$ cat src/otp_prog_regs.vh
// Timing, retry and identification constants for the OTP programming sequencer.
`ifndef OTP_PROG_REGS_VH
`define OTP_PROG_REGS_VH
`define CLK_MHZ            25
`define PULSE_US           100
`define PULSE_CYC          (`PULSE_US * `CLK_MHZ)
`define SETUP_US           2
`define SETUP_CYC          (`SETUP_US * `CLK_MHZ)
`define FLOAT_NS           130
`define FLOAT_CYC          ((`FLOAT_NS * `CLK_MHZ + 999) / 1000)
`define DV_US              1
`define DV_CYC             (`DV_US * `CLK_MHZ)
`define MAX_RETRY          10
`define ID_MFR_SEL         1'b0
`define ID_DEV_SEL         1'b1
`endif

$ cat src/otp_prom_program_sequencer.v
// Programming sequencer that drives a 64K x 8 OTP memory through its pins.
`timescale 1ns/10ps
`include "otp_prog_regs.vh"
// Contract
// Program each byte with a low chip-enable pulse of 95 to 105 us.
// Start each programming session at address zero.
// Raise main supply to 6.5 V and program supply to 13.0 V first.
// First pass gives every address one pulse without verifying.
// Verify each address; on failure apply up to ten more pulses, verifying each.
// A byte failing after ten pulses marks the device as failed.
// Advance to the next address once a byte verifies, until all checked.
// Then drop program supply low, main supply to 5.0 V, compare every byte.
// Main supply up no later, and down no earlier, than program supply.
// Allow output enable access and the 130 ns float delay after chip-enable.
// Identification mode returns manufacturer code on select low, device code high.
// Identification needs the mode address line at 11.5 to 12.5 V.
// During identification all other address lines are held low.
// Verify reads drive output enable low with chip-enable low.
module otp_prom_program_sequencer #(
    parameter AW        = 16,
    parameter PULSE_CYC = `PULSE_CYC
) (
    input  wire          i_clk,
    input  wire          i_rst,
    input  wire          i_ce,
    input  wire          i_start_prog,
    input  wire          i_start_id,
    input  wire [AW-1:0] i_last_addr,
    input  wire [7:0]    i_src_data,
    input  wire [7:0]    i_byte_outputs,
    output reg  [AW-1:0] o_addr,
    output reg  [7:0]    o_data,
    output reg           o_data_oe,
    output reg           o_chip_en_n,
    output reg           o_oe_n,
    output reg           o_vpp_en,
    output reg           o_vcc_prog,
    output reg           o_vcc_on,
    output reg           o_id_mode_address_line,
    output reg           o_id_code_select_line,
    output reg  [7:0]    o_mfr_code,
    output reg  [7:0]    o_dev_code,
    output reg           o_busy,
    output reg           o_done,
    output reg           o_fail
);
    // One-hot states; the verify loop re-enters the pulse states for each retry.
    localparam [10:0] S_IDLE  = 11'h001;
    localparam [10:0] S_PWRUP = 11'h002;
    localparam [10:0] S_VPPUP = 11'h004;
    localparam [10:0] S_PULSE = 11'h008;
    localparam [10:0] S_HOLD  = 11'h010;
    localparam [10:0] S_VREAD = 11'h020;
    localparam [10:0] S_VEND  = 11'h040;
    localparam [10:0] S_VDOWN = 11'h080;
    localparam [10:0] S_CMP   = 11'h100;
    localparam [10:0] S_ID    = 11'h200;
    localparam [10:0] S_FIN   = 11'h400;
    // Timing figures arrive as 32-bit integers; timer and retry fields are sliced on purpose.
    localparam integer PULSE_I = PULSE_CYC;
    localparam integer SETUP_I = `SETUP_CYC;
    localparam integer FLOAT_I = `FLOAT_CYC;
    localparam integer DV_I    = `DV_CYC;
    localparam integer RETRY_I = `MAX_RETRY;
    localparam [15:0]  T_PULSE = PULSE_I[15:0];
    localparam [15:0]  T_SETUP = SETUP_I[15:0];
    localparam [15:0]  T_FLOAT = FLOAT_I[15:0];
    localparam [15:0]  T_DV    = DV_I[15:0];
    localparam [3:0]   N_RETRY = RETRY_I[3:0];
    // A verify read waits for data valid plus the float of the previous drive.
    localparam [15:0]  T_READ  = T_DV + T_FLOAT;
    // Between a read and the next step the outputs must float and the supplies settle.
    localparam [15:0]  T_RECOV = T_SETUP + T_FLOAT;

    reg [10:0]   state_reg;
    reg [15:0]   tmr_reg;
    reg [3:0]    retry_reg;
    reg          pass2_reg;
    reg          idsel_reg;
    reg [7:0]    dsync1_reg;
    reg [7:0]    dsync2_reg;

    // Reading device outputs only after the data-valid wait also covers sync latency.
    always @(posedge i_clk or posedge i_rst) begin
        if (i_rst) begin
            dsync1_reg <= 8'h00;
            dsync2_reg <= 8'h00;
        end else if (i_ce) begin
            dsync1_reg <= i_byte_outputs;
            dsync2_reg <= dsync1_reg;
        end
    end

    // One shared down-counter paces every step; a state loads it and waits for zero.
    wire tmr_done = (tmr_reg == 16'h0000);
    wire at_last  = (o_addr == i_last_addr);

    // Address stepping is shared by the first pass, the verify loop and the final compare.
    function [AW-1:0] addr_step;
        input [AW-1:0] addr;
        addr_step = addr + {{(AW-1){1'b0}}, 1'b1};
    endfunction

    // The whole sequence lives in one clocked process so that every pin is a flop.
    always @(posedge i_clk or posedge i_rst) begin
        if (i_rst) begin
            state_reg              <= S_IDLE;
            tmr_reg                <= 16'h0000;
            retry_reg              <= 4'h0;
            pass2_reg              <= 1'b0;
            idsel_reg              <= 1'b0;
            o_addr                 <= {AW{1'b0}};
            o_data                 <= 8'h00;
            o_data_oe              <= 1'b0;
            o_chip_en_n            <= 1'b1;
            o_oe_n                 <= 1'b1;
            o_vpp_en               <= 1'b0;
            o_vcc_prog             <= 1'b0;
            o_vcc_on               <= 1'b0;
            o_id_mode_address_line <= 1'b0;
            o_id_code_select_line  <= 1'b0;
            o_mfr_code             <= 8'h00;
            o_dev_code             <= 8'h00;
            o_busy                 <= 1'b0;
            o_done                 <= 1'b0;
            o_fail                 <= 1'b0;
        end else if (i_ce) begin
            // Holding the enable low mid-pulse stretches the pulse past its limit.
            if (!tmr_done)
                tmr_reg <= tmr_reg - 16'h0001;
            case (state_reg)
                // Starts are taken only here, so a request while busy is simply dropped.
                S_IDLE: begin
                    if (i_start_prog) begin
                        o_addr     <= {AW{1'b0}};
                        o_vcc_on   <= 1'b1;
                        o_vcc_prog <= 1'b1;
                        o_busy     <= 1'b1;
                        o_done     <= 1'b0;
                        o_fail     <= 1'b0;
                        pass2_reg  <= 1'b0;
                        tmr_reg    <= T_SETUP;
                        state_reg  <= S_PWRUP;
                    end else if (i_start_id) begin
                        o_addr                 <= {AW{1'b0}};
                        o_vcc_on               <= 1'b1;
                        o_id_mode_address_line <= 1'b1;
                        o_id_code_select_line  <= `ID_MFR_SEL;
                        // Identification reads need both enables low, with only the main supply raised.
                        o_oe_n                 <= 1'b0;
                        o_chip_en_n            <= 1'b0;
                        idsel_reg              <= 1'b0;
                        o_busy                 <= 1'b1;
                        o_done                 <= 1'b0;
                        tmr_reg                <= T_SETUP;
                        state_reg              <= S_ID;
                    end
                end

                // Main supply leads the programming supply by a full setup time.
                S_PWRUP: if (tmr_done) begin
                    o_vpp_en  <= 1'b1;
                    tmr_reg   <= T_SETUP;
                    state_reg <= S_VPPUP;
                end

                // Address settles for the setup time; data is driven on the same edge that the pulse begins.
                S_VPPUP: if (tmr_done) begin
                    o_data      <= i_src_data;
                    o_data_oe   <= 1'b1;
                    o_chip_en_n <= 1'b0;
                    tmr_reg     <= T_PULSE - 16'h0001;
                    state_reg   <= S_PULSE;
                end

                // The pulse is counted in whole clocks, so its width is only as good as the clock.
                S_PULSE: if (tmr_done) begin
                    o_chip_en_n <= 1'b1;
                    tmr_reg     <= T_SETUP;
                    state_reg   <= S_HOLD;
                end

                // Data stays driven past the rising chip enable before the bus is let go.
                S_HOLD: if (tmr_done) begin
                    o_data_oe <= 1'b0;
                    if (!pass2_reg) begin
                        if (at_last) begin
                            pass2_reg <= 1'b1;
                            o_addr    <= {AW{1'b0}};
                            retry_reg <= 4'h0;
                            tmr_reg   <= T_SETUP;
                            state_reg <= S_VEND;
                        end else begin
                            // Next byte goes straight to a pulse; no verify here.
                            o_addr    <= addr_step(o_addr);
                            tmr_reg   <= T_SETUP;
                            state_reg <= S_VPPUP;
                        end
                    end else begin
                        tmr_reg   <= T_SETUP;
                        state_reg <= S_VEND;
                    end
                end

                // The programming supply drops so the shared pin works as a plain output enable.
                S_VEND: if (tmr_done) begin
                    o_vpp_en    <= 1'b0;
                    o_oe_n      <= 1'b0;
                    o_chip_en_n <= 1'b0;
                    tmr_reg     <= T_READ;
                    state_reg   <= S_VREAD;
                end

                // A byte still failing after the last allowed retry ends the session.
                S_VREAD: if (tmr_done) begin
                    o_chip_en_n <= 1'b1;
                    o_oe_n      <= 1'b1;
                    tmr_reg     <= T_RECOV;
                    if (dsync2_reg == i_src_data) begin
                        retry_reg <= 4'h0;
                        if (at_last) begin
                            state_reg <= S_VDOWN;
                        end else begin
                            o_addr    <= addr_step(o_addr);
                            o_vpp_en  <= 1'b1;
                            state_reg <= S_FIN;
                        end
                    end else if (retry_reg == N_RETRY) begin
                        o_fail    <= 1'b1;
                        state_reg <= S_VDOWN;
                    end else begin
                        retry_reg <= retry_reg + 4'h1;
                        o_vpp_en  <= 1'b1;
                        state_reg <= S_VPPUP;
                    end
                end

                S_FIN: if (tmr_done) begin
                    // Recovery after a passing byte before the next verify read.
                    o_vpp_en  <= 1'b0;
                    tmr_reg   <= T_SETUP;
                    state_reg <= S_VEND;
                end

                // A failed session skips the final compare and powers straight down.
                S_VDOWN: if (tmr_done) begin
                    o_vpp_en   <= 1'b0;
                    o_vcc_prog <= 1'b0;
                    o_addr     <= {AW{1'b0}};
                    tmr_reg    <= T_SETUP;
                    state_reg  <= o_fail ? S_IDLE : S_CMP;
                    o_busy     <= o_fail ? 1'b0 : 1'b1;
                    o_done     <= o_fail;
                    o_vcc_on   <= ~o_fail;
                end

                // A mismatch in the final compare is kept, but the pass runs to the end.
                S_CMP: begin
                    o_oe_n      <= 1'b0;
                    o_chip_en_n <= 1'b0;
                    if (tmr_done) begin
                        if (dsync2_reg != i_src_data)
                            o_fail <= 1'b1;
                        if (at_last) begin
                            o_chip_en_n <= 1'b1;
                            o_oe_n      <= 1'b1;
                            o_vcc_on    <= 1'b0;
                            o_busy      <= 1'b0;
                            o_done      <= 1'b1;
                            state_reg   <= S_IDLE;
                        end else begin
                            o_addr  <= addr_step(o_addr);
                            tmr_reg <= T_READ;
                        end
                    end
                end

                // Codes are captured one after the other, manufacturer select first.
                S_ID: if (tmr_done) begin
                    if (!idsel_reg) begin
                        o_mfr_code            <= dsync2_reg;
                        o_id_code_select_line <= `ID_DEV_SEL;
                        idsel_reg             <= 1'b1;
                        tmr_reg               <= T_SETUP;
                    end else begin
                        o_dev_code             <= dsync2_reg;
                        o_id_mode_address_line <= 1'b0;
                        o_id_code_select_line  <= 1'b0;
                        o_oe_n                 <= 1'b1;
                        o_chip_en_n            <= 1'b1;
                        o_vcc_on               <= 1'b0;
                        o_busy                 <= 1'b0;
                        o_done                 <= 1'b1;
                        state_reg              <= S_IDLE;
                    end
                end

                default: state_reg <= S_IDLE;
            endcase
        end
    end
endmodule

$ cat config.mk
export PLATFORM = sky130hd
export DESIGN_NAME = otp_prom_program_sequencer
export DESIGN_NICKNAME = d
export VERILOG_FILES = /design/src/otp_prom_program_sequencer.v
export VERILOG_INCLUDE_DIRS = /design/src /design/src/src
export SDC_FILE = /design/constraint.sdc
export NUM_CORES = 1
export LEC_CHECK = 0
export BUFFER_PORTS_ARGS = -buffer_cell sky130_fd_sc_hd__buf_2
export CORE_MARGIN = 4
export CORE_UTILIZATION = 30
export DETAILED_ROUTE_END_ITERATION = 7
export GPL_ROUTABILITY_DRIVEN = 0
export GPL_TIMING_DRIVEN = 0
export PLACE_DENSITY = 0.48
export REMOVE_ABC_BUFFERS = 1
export SETUP_SLACK_MARGIN = 0.15
export SLEW_MARGIN = 20
export SYNTH_ARGS = -nofsm -noshare
export SYNTH_HDL_FRONTEND = slang
export SYNTH_SLANG_ARGS = --single-unit
export TNS_END_PERCENT = 20
$ cat constraint.sdc
create_clock -name i_clk -period 9 [get_ports i_clk]
set_clock_uncertainty 0.15 [all_clocks]
set_input_delay 0.45 -clock i_clk [delete_from_list [all_inputs] [get_ports i_clk]]
set_output_delay 0.45 -clock i_clk [all_outputs]
set_load 0.01 [all_outputs]
Yosys cells after proc, flatten, opt, wreduce, memory -nomap -nowiden

Cells that the tools add are included.

Register bits after elaboration: 100
Bits in latches: 0
Output and inout port bits: 51
Input port bits: 37
RAM bits: 0
Memories: 0
Logic and storage cells: 202
Memory bits (read-only): 0

Magnitude comparators: 0
Multipliers: 0
Shift-type cells: 0
Divide/modulo/power cells: 0
$add $sub $neg: 3
Bitwise operators: 2
Multiplexer cells: 101
Reduce and logical (&&, ||, !) cells: 32
Equality and inequality tests: 42

Operators with widths:

| cell                    | count |
|---|---|
| $mux W16                | 21 |
| $mux W11                | 17 |
| $pmux W11 S11           | 1 |
| $pmux W16 S7            | 1 |
| $pmux W16 S5            | 1 |
| $ne A2 B2 Y1 const B    | 21 |
| $mux W1                 | 37 |
| $reduce_and A8 Y1       | 4 |
| $mux W4                 | 6 |
| $reduce_and A4 Y1       | 5 |
| $add A16 B1 Y16 const B | 1 |
| $eq A16 B16 Y1          | 1 |
| $logic_not A16 Y1       | 1 |
| $sub A16 B1 Y16 const B | 1 |
| $reduce_bool A5 Y1      | 3 |
| $reduce_and A14 Y1      | 1 |
| $reduce_and A7 Y1       | 2 |
| $pmux W1 S2             | 6 |
| $pmux W1 S4             | 3 |
| $eq A11 B1 Y1 const B   | 1 |
| $eq A11 B10 Y1 const B  | 1 |
| $eq A11 B11 Y1 const B  | 1 |
| $eq A11 B2 Y1 const B   | 1 |
| $eq A11 B3 Y1 const B   | 1 |
| 29 further kinds        | 42 |

Depth between registers and ports, before layout

Word-level depth: 5
Mapped depth: 11
Gate-level depth less buffers: 9

Worst setup path before layout

No wires, ideal clock.

Kind: register to register
Start: register tmr_reg[2]
End: register o_data[0]
Library setup time: 0.125 ns
Period minus slack after synthesis: 2.772 ns
Path buffers: 2
Slack: 6.228 ns
Data required time: 8.725 ns
Cell stages (with the launch flop): 9
Arrival: 2.497 ns
Cells stage by stage: dfrtp_1 buf_6 or4_4 nand4b_2 o31ai_1 o221ai_1 nor2_1 buf_2 mux2_2

Longest elaborated chain between the ends: 2

RTL lines:

| item                               | RTL line                         | text |
|---|---|---|
| start: declaration                 | otp_prom_program_sequencer.v:76  | `reg [15:0] tmr_reg;` |
| start signal: assignment           | otp_prom_program_sequencer.v:130 | `tmr_reg <= tmr_reg - 16'h0001;` |
| start signal: assignment           | otp_prom_program_sequencer.v:172 | `tmr_reg <= T_PULSE - 16'h0001;` |
| $logic_not A16 Y1                  | otp_prom_program_sequencer.v:95  | `wire tmr_done = (tmr_reg == 16'h0000);` |
| $reduce_and A3 Y1 (no source line) | n/a                              |  |
| end signal: assignment             | otp_prom_program_sequencer.v:169 | `o_data <= i_src_data;` |
| end: declaration                   | otp_prom_program_sequencer.v:32  | `output reg [7:0] o_data,` |

Every way passes these cells.
A chain may end at the register's enable or synchronous reset.

Worst setup path after layout

Start: register tmr_reg[0]
End: register o_data[2]

The elaborated chain is that of the path after synthesis.

==> flow_summary.toml <==
[pwr]
leakagePower_uw = 0.00314
vdd_drop_max_v = 0.000122
power_density_mw_per_mm2 = 251
finalPower_uw = 1730

[yosys]
synth-compound-area-share_pct = 14.5
synth_top_family_by_area = "simple AND/OR/NAND/NOR gates"
synth_flop_cell = "dfrtp_1"
synth_edf_count = 0
syn_inst = 604
async_reset_ff_share_pct = 100
synth_area_mm2 = 0.00591
ys_warn_count = 0
yosys-mux-area-fraction_pct = 8.93
ys_types = 75
ys_ff_latch = 99
synth-simple-area-share_pct = 23.5
yosysSeqAreaShare_pct = 42.0
synth.avg_cell_area_um2 = 9.78
synth_adder_area_share_pct = 1.48
synthXorXnorAreaFrac_pct = 5.93

[finish]
final_cell_mix = "dfrtp_1 (96), buf_2 (87), nand2_1 (52)"
antenna_cells = 0
layout_commonest_cell = "dfrtp_1"
final.fill_count = 2046
final_cell_count_no_fill = 942
drive_gt1_share_pct = 26.7
area_growth_pct = 16.5
nNetsFinal = 716

[global_route]
grt_max_degree = 69
grt_pass1_vias = 4942
antenna_found_initial = 0
grt_pass1_wl_mm = 26.8
grt_util_all_layers_pct = 15.2
gr-total-overflow = 0

[worst_setup_path]
cp_data_required_time_ns = 9.09
path_class = "reg -> reg"
r2r_cells = 8
r2r_slack_ns = 5.17
endpoint_kind = "register"
r2r_start = "tmr_reg[0]"
critPathMaxFanout = 18
arrival_ns = 3.92
crit_family = "simple AND/OR/NAND/NOR gates"
reg2reg_to = "o_data[2]"
cp_slowest_cell = "nor2_2"
cpPeakStageDelay_ns = 0.64
cp-start-kind = "register"
crit_chain = "inv_1 > ha_1 > nor4b_1 > nand4b_2 > o31ai_1 > o221ai_2 > nor2_2 > mux2_2"
cp_num_buf_inv = 1

[sta]
setup_violations = 0
fmax_mhz = 261
fin_crit_ns = 3.83
hold_viol_final = 0
setup_tns_ns = 0
slew_headroom_pct = 27.2
drv_slew = 0
rsz0062_at_grt = "false"
min_period_over_period_pct = 42.5
worst_pin_slew_ns = 1.08

[drt]
first_pass_iters = 5
viasPerCell = 5.26
wl_mm = 16.4
drt_first_iter_violations = 335
wire_per_inst_um = 17.4
ant_nets = 0
vias = 4958
drc_errors = 0

[die]
start_util_pct = 30.5
rows = 51
die_area_mm2 = 0.0220
core_mm2 = 0.0194
die_width_um = 148
dieHeight_um = 148
ios = 88

[cts]
post_cts_buffers = 0
clk_pin_slew_worst_paths_ns = 0.08
ctsHtreeMaxLevel = 3
cts_sinks = 99
insertion_delay_ns = 0.36
cts_inserted_buffers = 9
postCtsResizedCells = 0
hold_buffers = 1
cts-root-buf = "clkbuf_16"
cts_tree = "built"
clockBufferDepth = 2

[placed_design]
port_buffers = 87
placedCellCount = 925
place.detailed.hpwl_mm = 11.9

[status]
status = "completed"

[min_path]
hold_end = "dsync1_reg[7]"
hp-class = "in -> reg"
min_path_cells = 2
hp-start = "i_byte_outputs[7]"

[job]
max_cap_viol_count = 0
layout make-up:
type	count	area, um^2	area share (%)
Tap cell	265	332	4.82
Clock buffer	9	225	3.27
Inverter	11	46.3	0.672
Multi-Input combinational cell	461	3220	46.8
Clock inverter	7	91.3	1.33
Sequential cell	99	2480	36.0
Timing Repair Buffer	90	488	7.09
synthesized netlist by cell type (3+ instances only):
cell type,count,share of area [%]
a31oi_1,11,1.2
buf_2,11,0.93
buf_6,4,0.76
o21a_1,4,0.51
or4_4,3,0.57
ha_1,7,1.5
nand4_1,19,2.0
or4_1,6,0.76
dfstp_2,3,1.3
xnor2_1,8,1.2
nor4_4,4,1.4
and4_1,6,0.89
nor3b_1,3,0.38
nand2b_1,5,0.53
nand3b_1,4,0.51
o21ai_0,46,3.9
a21oi_1,24,2.0
clkbuf_1,14,0.89
a22oi_1,4,0.51
nor2b_1,4,0.42
inv_1,10,0.64
mux2_2,46,8.8
nor4_1,14,1.5
dfrtp_1,96,41
nand2_1,52,3.3
or3_1,12,1.3
nand3_1,17,1.4
nor2_1,47,3.0
and3_1,6,0.64
o22ai_1,5,0.53
nor3_1,12,1.0
o31ai_1,9,1.1
o221ai_1,3,0.44
xor2_1,32,4.7
per-layer routing:
layer  vias up  GRT usage, %  wire length (um)  share of wire (%)
li1       2379             -                 -                  -
met1      2421          20.4              7330                 45
met2       139          24.5              7900                 48
met3        19          3.26               895                5.5
met4         0          5.03               243                1.5
met5         -             0                 0                  0
power breakdown:
| part | internal [uW] | switching (uW) | leakage [uW] |
|---|---|---|---|
| registers | 524 | 93.8 | 0.00129 |
| clock network | 224 | 196 | 0.000157 |
| logic | 284 | 407 | 0.00169 |
how the worst max path moves through the flow:
stage	cells after the start	endpoint	startpoint	slack, ns
2_1_floorplan	7	o_data[0]	state_reg[1]	5.44
3_3_place_gp	7	o_data[2]	state_reg[1]	3.79
6_report	8	o_data[2]	tmr_reg[0]	5.17
3_5_place_dp	8	o_data[2]	tmr_reg[0]	5.17
5_1_grt	8	o_data[2]	tmr_reg[0]	4.87
4_1_cts	8	o_data[2]	tmr_reg[0]	5.16
per-stage QoR:
step           setup WS, ns  instance area [um^2]  util, %  hold WS [ns]
2_1_floorplan          5.44                  5730        -         0.295
3_3_place_gp           3.79                  6500     33.5         0.311
3_5_place_dp           5.17                  6560     33.8         0.311
4_1_cts                5.16                  6880     35.5         0.158
5_1_grt                4.87                  6880     35.5         0.158
6_report               5.17                  6880     35.5         0.171
cells by family (layout without fill, tap and decap cells):
group / Yosys count / count (layout)
muxes: 47 / 47
and+or+nand+nor: 235 / 235
xor gates and xnor gates: 40 / 40
buffers and inverters: 44 / 117
AOI/OAI and AO/OA: 132 / 132
DFF: 99 / 99
adders and majority gates: 7 / 7
Power figures use the tool's default switching activity.
